--- src/verilog/pmu_pkg.sv ---
// Constants and types for the power management wake-up block
package pmu_pkg;

	// Register indexes; byte address is four times the index
	localparam logic [11:0] CFG_IDX       = 12'h0b5;
	localparam logic [11:0] INT_STAT_IDX  = 12'h0b6;
	localparam logic [11:0] INT_MASK_IDX  = 12'h0b7;
	localparam logic [11:0] CFG_ADDR      = {CFG_IDX[9:0], 2'b00};
	localparam logic [11:0] INT_STAT_ADDR = {INT_STAT_IDX[9:0], 2'b00};
	localparam logic [11:0] INT_MASK_ADDR = {INT_MASK_IDX[9:0], 2'b00};

	// Field positions of power_config_and_wake_flags
	localparam int unsigned B_SLEEP   = 7;
	localparam int unsigned B_SUSPEND = 6;
	localparam int unsigned B_CLEAR   = 5;
	localparam int unsigned B_GLITCH  = 4;
	localparam int unsigned B_OSCFAIL = 3;
	localparam int unsigned B_ALARM   = 2;
	localparam int unsigned B_PMATCH  = 1;
	localparam int unsigned B_CMP     = 0;
	localparam int unsigned N_EN      = 4;
	localparam int unsigned N_FLAG    = 5;

	// Reset values
	localparam logic [4:0] FLAG_RST = 5'h00;
	localparam logic [3:0] EN_RST   = 4'h0;
	localparam logic [2:0] INT_RST  = 3'h0;

	// Interrupt status bits
	localparam int unsigned IB_WAKE   = 0;
	localparam int unsigned IB_REFUSE = 1;
	localparam int unsigned IB_GLITCH = 2;
	localparam int unsigned N_INT     = 3;

	// Flag blanking after a wake from suspend, in system clocks
	localparam logic [1:0] BLANK_CYC = 2'h2;

	typedef enum logic [3:0] {
		ST_RUN   = 4'h1,
		ST_SLEEP = 4'h2,
		ST_SUSP  = 4'h4,
		ST_BLANK = 4'h8
	} pm_state_t;

endpackage : pmu_pkg

--- src/verilog/low_power_mode_wakeup_control.sv ---
// Low-power mode entry and wake-up source control with APB registers
//
// The APB interface to the registers was chosen for this implementation.
`timescale 1ns/100ps

module low_power_mode_wakeup_control (
	// Clock and reset
	input  wire logic        i_clk,
	input  wire logic        i_rst_n,
	// APB slave
	input  wire logic        i_psel,
	input  wire logic        i_penable,
	input  wire logic        i_pwrite,
	input  wire logic [11:0] i_paddr,
	input  wire logic [31:0] i_pwdata,
	input  wire logic [3:0]  i_pstrb,
	output logic      [31:0] o_prdata,
	output logic             o_pready,
	output logic             o_pslverr,
	// Wake-up event sources
	input  wire logic        i_rst_glitch,
	input  wire logic        i_rtc_osc_fail,
	input  wire logic        i_rtc_alarm,
	input  wire logic        i_port_match,
	input  wire logic        i_cmp_out,
	// Power control
	output logic             o_sleep,
	output logic             o_suspend,
	output logic             o_lpo_on,
	output logic             o_wake,
	output logic             o_irq
);
	import pmu_pkg::*;

	function automatic logic hit(input logic [11:0] addr, input logic [11:0] reg_addr);
		hit = (addr == reg_addr);
	endfunction : hit

	// APB state
	logic        pready_ff;
	logic        nxt_pready;
	logic        pslverr_ff;
	logic        nxt_pslverr;
	logic [31:0] prdata_ff;
	logic [31:0] nxt_prdata;

	// Power state
	pm_state_t   state_ff;
	pm_state_t   nxt_state;
	logic [1:0]  cnt_ff;
	logic [1:0]  nxt_cnt;
	logic [4:0]  flags_ff;
	logic [4:0]  nxt_flags;
	logic [3:0]  en_ff;
	logic [3:0]  nxt_en;
	logic        cmp_ff;
	logic        nxt_cmp;

	// Interrupts and outputs
	logic [2:0]  stat_ff;
	logic [2:0]  nxt_stat;
	logic [2:0]  mask_ff;
	logic [2:0]  nxt_mask;
	logic        irq_ff;
	logic        nxt_irq;
	logic        sleep_ff;
	logic        nxt_sleep;
	logic        susp_ff;
	logic        nxt_susp;
	logic        lpo_ff;
	logic        nxt_lpo;
	logic        wake_ff;
	logic        nxt_wake;

	// Decoded strobes
	logic        acc_done;
	logic        wr_lane0;
	logic        cfg_wr;
	logic [7:0]  wd;
	logic        lp_req;
	logic        refuse;
	logic        cmp_wake;
	logic        wake;
	logic        leave_lp;
	logic [4:0]  ev;
	logic [4:0]  rd_flags;
	logic        mapped;

	// Access is taken at the edge that sees pready high
	assign acc_done = i_psel & i_penable & pready_ff;
	assign wr_lane0 = acc_done & i_pwrite & i_pstrb[0];
	assign cfg_wr   = wr_lane0 & hit(i_paddr, CFG_ADDR);
	assign wd       = i_pwdata[7:0];
	assign lp_req   = cfg_wr & (wd[B_SLEEP] | wd[B_SUSPEND]);
	assign mapped   = hit(i_paddr, CFG_ADDR) | hit(i_paddr, INT_STAT_ADDR) | hit(i_paddr, INT_MASK_ADDR);

	// Comparator only counts as a source outside run mode, so its flag names the wake cause
	assign cmp_wake = i_cmp_out & ~cmp_ff & en_ff[B_CMP] & (state_ff != ST_RUN);
	assign ev = {i_rst_glitch, i_rtc_osc_fail, i_rtc_alarm, i_port_match, cmp_wake};

	// Glitch flag has no enable and always wakes
	assign wake = |(flags_ff & {1'b1, en_ff});

	// Hidden flags during suspend recovery
	assign rd_flags = (state_ff == ST_BLANK) ? FLAG_RST : flags_ff;

	// One wait state: pready rises in the second access cycle
	always_comb begin
		nxt_pready  = i_psel & i_penable & ~pready_ff;
		nxt_pslverr = nxt_pready & ~mapped;
		nxt_prdata  = prdata_ff;
		if (nxt_pready & ~i_pwrite) begin
			nxt_prdata = 32'h0000_0000;
			if (hit(i_paddr, CFG_ADDR)) begin
				nxt_prdata[N_FLAG-1:0] = rd_flags;
			end else if (hit(i_paddr, INT_STAT_ADDR)) begin
				nxt_prdata[N_INT-1:0] = stat_ff;
			end else if (hit(i_paddr, INT_MASK_ADDR)) begin
				nxt_prdata[N_INT-1:0] = mask_ff;
			end
		end
	end

	always_ff @(posedge i_clk) begin
		if (!i_rst_n) begin
			pready_ff  <= 1'b0;
			pslverr_ff <= 1'b0;
			prdata_ff  <= 32'h0000_0000;
		end else begin
			pready_ff  <= nxt_pready;
			pslverr_ff <= nxt_pslverr;
			prdata_ff  <= nxt_prdata;
		end
	end

	// Flags, enables and mode sequencing
	always_comb begin
		nxt_flags = flags_ff;
		nxt_en    = en_ff;
		nxt_state = state_ff;
		nxt_cnt   = cnt_ff;
		nxt_cmp   = i_cmp_out;
		leave_lp  = 1'b0;
		if (cfg_wr) begin
			// Every write replaces the enables, mode writes included
			nxt_en = wd[N_EN-1:0];
			if (wd[B_CLEAR]) begin
				nxt_flags = FLAG_RST;
			end
		end
		// Set wins over a clear in the same cycle
		nxt_flags = nxt_flags | ev;
		refuse = lp_req & (|nxt_flags);
		unique case (state_ff)
			ST_RUN: begin
				if (lp_req & ~refuse) begin
					nxt_state = wd[B_SLEEP] ? ST_SLEEP : ST_SUSP;
				end
			end
			ST_SLEEP: begin
				if (wake) begin
					nxt_state = ST_RUN;
					leave_lp  = 1'b1;
				end
			end
			ST_SUSP: begin
				if (wake) begin
					nxt_state = ST_BLANK;
					nxt_cnt   = BLANK_CYC - 2'h1;
					leave_lp  = 1'b1;
				end
			end
			ST_BLANK: begin
				if (cnt_ff == 2'h0) begin
					nxt_state = ST_RUN;
				end else begin
					nxt_cnt = cnt_ff - 2'h1;
				end
			end
		endcase
	end

	always_ff @(posedge i_clk) begin
		if (!i_rst_n) begin
			state_ff <= ST_RUN;
			cnt_ff   <= 2'h0;
			flags_ff <= FLAG_RST;
			en_ff    <= EN_RST;
			cmp_ff   <= 1'b0;
		end else begin
			state_ff <= nxt_state;
			cnt_ff   <= nxt_cnt;
			flags_ff <= nxt_flags;
			en_ff    <= nxt_en;
			cmp_ff   <= nxt_cmp;
		end
	end

	// Interrupt status, mask and registered outputs
	always_comb begin
		nxt_stat = stat_ff;
		nxt_mask = mask_ff;
		if (wr_lane0 & hit(i_paddr, INT_STAT_ADDR)) begin
			nxt_stat = stat_ff & ~i_pwdata[N_INT-1:0];
		end
		if (wr_lane0 & hit(i_paddr, INT_MASK_ADDR)) begin
			nxt_mask = i_pwdata[N_INT-1:0];
		end
		nxt_stat[IB_WAKE]   = nxt_stat[IB_WAKE] | leave_lp;
		nxt_stat[IB_REFUSE] = nxt_stat[IB_REFUSE] | refuse;
		nxt_stat[IB_GLITCH] = nxt_stat[IB_GLITCH] | i_rst_glitch;
		nxt_irq   = |(nxt_stat & nxt_mask);
		nxt_sleep = (nxt_state == ST_SLEEP);
		nxt_susp  = (nxt_state == ST_SUSP);
		// Oscillator may stop only in sleep with no flag pending
		nxt_lpo   = (|nxt_flags) | (nxt_state != ST_SLEEP);
		nxt_wake  = leave_lp;
	end

	always_ff @(posedge i_clk) begin
		if (!i_rst_n) begin
			stat_ff  <= INT_RST;
			mask_ff  <= INT_RST;
			irq_ff   <= 1'b0;
			sleep_ff <= 1'b0;
			susp_ff  <= 1'b0;
			lpo_ff   <= 1'b1;
			wake_ff  <= 1'b0;
		end else begin
			stat_ff  <= nxt_stat;
			mask_ff  <= nxt_mask;
			irq_ff   <= nxt_irq;
			sleep_ff <= nxt_sleep;
			susp_ff  <= nxt_susp;
			lpo_ff   <= nxt_lpo;
			wake_ff  <= nxt_wake;
		end
	end

	assign o_prdata  = prdata_ff;
	assign o_pready  = pready_ff;
	assign o_pslverr = pslverr_ff;
	assign o_sleep   = sleep_ff;
	assign o_suspend = susp_ff;
	assign o_lpo_on  = lpo_ff;
	assign o_wake    = wake_ff;
	assign o_irq     = irq_ff;

	property p_sleep_entry;
		@(posedge i_clk) disable iff (!i_rst_n)
		(state_ff == ST_RUN) && cfg_wr && wd[B_SLEEP] && !(|nxt_flags) |=> o_sleep && !o_suspend;
	endproperty
	a_sleep_entry: assert property (p_sleep_entry) else $error("sleep not entered");

	property p_susp_entry;
		@(posedge i_clk) disable iff (!i_rst_n)
		(state_ff == ST_RUN) && cfg_wr && !wd[B_SLEEP] && wd[B_SUSPEND] && !(|nxt_flags) |=> o_suspend && !o_sleep;
	endproperty
	a_susp_entry: assert property (p_susp_entry) else $error("suspend not entered");

	property p_clear;
		@(posedge i_clk) disable iff (!i_rst_n)
		cfg_wr && wd[B_CLEAR] && (ev == 5'h00) |=> flags_ff == 5'h00;
	endproperty
	a_clear: assert property (p_clear) else $error("flags not cleared");

	property p_glitch;
		@(posedge i_clk) disable iff (!i_rst_n)
		i_rst_glitch |=> flags_ff[B_GLITCH];
	endproperty
	a_glitch: assert property (p_glitch) else $error("glitch flag not set");

	property p_enable;
		@(posedge i_clk) disable iff (!i_rst_n)
		cfg_wr |=> en_ff == $past(i_pwdata[3:0]);
	endproperty
	a_enable: assert property (p_enable) else $error("enables not written");

	property p_alarm;
		@(posedge i_clk) disable iff (!i_rst_n)
		i_rtc_alarm && !i_rst_glitch |=> flags_ff[B_ALARM] ##1 flags_ff[B_ALARM] || $past(cfg_wr);
	endproperty
	a_alarm: assert property (p_alarm) else $error("alarm flag lost");

	property p_pmatch;
		@(posedge i_clk) disable iff (!i_rst_n)
		i_port_match |=> flags_ff[B_PMATCH] && o_lpo_on;
	endproperty
	a_pmatch: assert property (p_pmatch) else $error("port match flag not set");

	property p_cmp;
		@(posedge i_clk) disable iff (!i_rst_n)
		(state_ff == ST_SLEEP) && $rose(i_cmp_out) && en_ff[B_CMP]
		|=> flags_ff[B_CMP] ##1 (state_ff == ST_RUN) && o_wake;
	endproperty
	a_cmp: assert property (p_cmp) else $error("comparator wake missed");

	property p_refuse;
		@(posedge i_clk) disable iff (!i_rst_n)
		(state_ff == ST_RUN) && (|flags_ff) && !(cfg_wr && wd[B_CLEAR])
		|=> (state_ff == ST_RUN) && o_lpo_on && !o_sleep && !o_suspend;
	endproperty
	a_refuse: assert property (p_refuse) else $error("entry not refused");

	property p_blank;
		@(posedge i_clk) disable iff (!i_rst_n)
		(state_ff == ST_SUSP) && wake |=> (rd_flags == 5'h00) [*2] ##1 (state_ff == ST_RUN) && (rd_flags != 5'h00);
	endproperty
	a_blank: assert property (p_blank) else $error("suspend blanking wrong");

	property p_reset;
		@(posedge i_clk)
		!i_rst_n |=> !o_sleep && !o_suspend && (state_ff == ST_RUN) && !o_pready;
	endproperty
	a_reset: assert property (p_reset) else $error("reset state wrong");

	property p_wake;
		@(posedge i_clk) disable iff (!i_rst_n)
		(state_ff == ST_SLEEP) && wake && !cfg_wr |=> !o_sleep && o_wake && (($past(flags_ff) & ~flags_ff) == 5'h00);
	endproperty
	a_wake: assert property (p_wake) else $error("no wake from sleep");

endmodule : low_power_mode_wakeup_control

--- config.mk ---
export PLATFORM = sky130hd
export DESIGN_NAME = low_power_mode_wakeup_control
export DESIGN_NICKNAME = d
export VERILOG_FILES = /design/src/verilog/pmu_pkg.sv /design/src/verilog/low_power_mode_wakeup_control.sv
export SDC_FILE = /design/constraint.sdc
export NUM_CORES = 1
export LEC_CHECK = 0
export ABC_AREA = 1
export ABC_CLOCK_PERIOD_IN_PS = 2500
export BUFFER_PORTS_ARGS = -buffer_cell sky130_fd_sc_hd__buf_2
export CAP_MARGIN = 10
export CORE_AREA = 2 2 94 73
export DETAILED_ROUTE_END_ITERATION = 10
export DIE_AREA = 0 0 96 75
export GPL_ROUTABILITY_DRIVEN = 0
export GPL_TIMING_DRIVEN = 0
export HOLD_SLACK_MARGIN = 0.08
export MAX_ROUTING_LAYER = met4
export PLACE_DENSITY_LB_ADDON = 0.12
export SLEW_MARGIN = 15
export SYNTH_ARGS = -nofsm -noshare
export SYNTH_HDL_FRONTEND = slang
export SYNTH_SLANG_ARGS = --single-unit
--- constraint.sdc ---
create_clock -name i_clk -period 2.5 [get_ports i_clk]
set_input_delay 0.5 -clock i_clk [delete_from_list [all_inputs] [get_ports i_clk]]
set_output_delay 0.5 -clock i_clk [all_outputs]
set_load 0.02 [all_outputs]
==> metrics.md <==
| Metric | Value |
|---|---|
| Outcome | completed |
| Worst-path clk slew | 0.08 ns |
| Post-Syn Area | between 1500 and 2000 um^2 |
| CP endpoint kind | register |
| Die Y | 75 um |
| Die area | 7200 um^2 |
| I/O pin count | 97 |
| DP Area | approximately 2200 um^2 |
| Final Slew Violations | 0 |
| Starting Density | just under 30% |
| CP Max Fanout | 5 |
| Async S/R FF share, synth | 0% |
| CTS root buffer | clkbuf_8 |
| Layout fillers | ~700 |
| Seq/Total Area, Yosys | between 30% and 40% |
| Most used flip-flop cell after synthesis | dfxtp_1 |
| WP data arrival | between 2 and 2.5 ns |
| RSZ-0062 raised after global routing | false |
| Clock buffer depth | 2 |
| EDFF count, synth | 0 |
| Pin count of the biggest net entering global routing | 12 |
| CTS resizes | 0 |
| WP data required | around 2.7 ns |
| CP startpoint | i_paddr[1] |
| H-Tree Depth | 2 |
| DR WL/cell | between 10 and 15 um |
| PwrDens | ~520 nW/um^2 |
| Warnings from Yosys | 0 |
| Worst hold endpoint | cmp_ff |
| Pleak | roughly 1.2 nW |
| Top cells by area, synth | dfxtp_1, buf_4, nand2_1 |
| Die width | about 96 um |
| Pre-CTS setup slack | about 0.17 ns |
| First-pass GRT wire length | between 7000 and 8000 um |
| # rows | 25 |
| Via count | roughly 1700 |
| Final hold slack | between 0.4 and 0.5 ns |
| Most numerous cell in the Yosys netlist | nand2_1 |
| Post-route setup slack | 0.483 ns |
| Tmin final | 2.02 ns |
| Core box area | slightly above 6000 um^2 |
| Synth cell types | 38 |
| Area Overhead vs Synth | 27.9% |
| Hold_sp | i_cmp_out |
| Antenna violations before repair | 0 |
| Crit path launch type | primary input |
| Post-synthesis register bit count | 34 |
| HP Class | in -> reg |
| Congestion Overflow GR | 0 |
| Drt via density | around 4.0 |
| Worst R2R Setup Slack | about 0.53 ns |
| Hpwl dp | ~3600 um |
| Total iterations of the first detailed-routing run | 4 |
| Hold path depth | 3 |
| Num CTS Buffers | 5 |
| Capture point of the worst reg-to-reg path | o_lpo_on |
| Worst Reg-to-Reg Cells | 13 |
| Yosys top cell area share | approximately 37% |
| F_max | approximately 500 MHz |
| Number of post-CTS setup repair buffers | 0 |
| Cells after synthesis | 254 |
| Port Buf Inserts | 41 |
| Syn avg cell area | roughly 7.2 um^2 |
| Critical path class | in -> reg |
| Core Util, Final | between 30% and 40% |
| Cell taking the most area after synthesis | dfxtp_1 |
| DRC viols | 0 |
| Clk_skew | ~0.0083 ns |
| Aggregate global-route resource usage | between 10% and 20% |
| Post-synth top cells | nand2_1, inv_1, dfxtp_1 |
| Fin. Hold Viols | 0 |
| Final setup fails | 0 |
| Diode count | 0 |
| CTS sink cnt | 34 |
| Fraction of layout cells with a size suffix above 1 | 28.9% |
| R2R Path Start | o_pready |
| Clk_lat worst skew | ~0.28 ns |
| Finished Cell Area | about 2400 um^2 |
| CTS Hold Bufs | 0 |
| FF/Latch Area | between 600 and 700 um^2 |
| Worst slew margin | between 60% and 70% |
| Setup TNS Final | 0 ns |
| Worst slew pin tran | 0.570 ns |
| Crit share post-route | approximately four fifths |
| Routed Antenna Nets | 0 |
| Wirelength, routed | approximately 4300 um |
| Max-capacitance violation count | 0 |
| CTS tree | yes |
| Iter 0 DRT Violations | 61 |
| Peak VDD IR | roughly 180 uV |
| Final nets | a little under 400 |
| Vias in the first global route | 1556 |
| Area of the multi-input gates | approximately 900 um^2 |
==> final cells by class <==
class / instances / area share (%)
tap: 81 / 4.31
clock inverter: 3 / 1.70
inverter: 39 / 6.22
clock buffer: 5 / 2.92
sequential: 34 / 28.9
buffer: 29 / 8.98
multi-input combinational: 178 / 38.2
timing repair buffer: 41 / 8.72
==> cell families after synthesis <==
group	count (synthesis)	synth area share (%)
buf+inv	68	19.4
fa+ha+maj	1	0.680
mux	1	0.544
simple gates	109	29.2
flops	34	37.0
compound gates	40	13.0
other cells	1	0.204
==> worst max-delay path by stage <==
stage | endpoint | slack, ns | cells after the start
2_1_floorplan | o_lpo_on | 0.54 | 13
3_3_place_gp | o_lpo_on | 0.17 | 14
3_5_place_dp | o_lpo_on | 0.17 | 14
4_1_cts | o_lpo_on | 0.47 | 14
5_1_grt | o_lpo_on | 0.26 | 14
6_report | o_lpo_on | 0.48 | 14
==> layer usage <==
layer | wire length [um] | up-vias | track usage [%] | share of wire [%]
met1 | 2290 | 696 | 19.5 | 53
met3 | 299 | 5 | 3.10 | 6.9
li1 | - | 902 | - | -
met2 | 1700 | 54 | 20.0 | 39
met5 | 0 | - | - | 0
met4 | 39 | 0 | 2.86 | 0.90
==> critical path, stage by stage <==
cell	delay [ns]
buf_2	0.09
or2_4	0.27
nor2_8	0.12
nand4_4	0.15
a21oi_1	0.19
nand2_1	0.08
nor2_2	0.17
nand3_2	0.13
nand2_1	0.08
nand2_1	0.07
inv_1	0.08
nand2_1	0.06
nor2_1	0.10
nand3_1	0.08
==> power by group <==
part / switching (W) / internal, W
logic: 0.0000936 / 0.0000642
clock network: 0.000205 / 0.000293
registers: 0.00000723 / 0.000553
==> through the flow <==
step / cells / power (W)
floorplan: 280 / 0.000686
global placement: 402 / 0.000729
detailed placement: 402 / 0.000730
CTS: 410 / 0.00123
global route: 410 / 0.00128
finish: 410 / 0.00122
==> cells in the final DEF (no fill, tap or decap), types with 2 or more instances in the layout <==
master,instances
a21oi_1,13
a31oi_1,2
a41oi_1,2
buf_2,42
buf_4,27
clkbuf_8,5
clkinv_2,2
conb_1,27
dfxtp_1,34
inv_1,38
nand2_1,45
nand2_2,3
nand3_1,6
nand3_2,2
nand4_1,3
nor2_1,31
nor2_2,3
nor2_4,2
nor3_1,7
o21ai_0,13
o22ai_1,2
==> state kept, by name, summed over array words and instances, names as in the netlist <==
signal	flops
o_sleep	1
o_lpo_on	1
stat_ff	3
o_irq	1
mask_ff	3
cnt_ff	2
o_suspend	1
state_ff	4
cmp_ff	1
o_pready	1
o_prdata	5
o_wake	1
flags_ff	5
o_pslverr	1
en_ff	4
No activity file was read; power rests on OpenSTA's default activity.
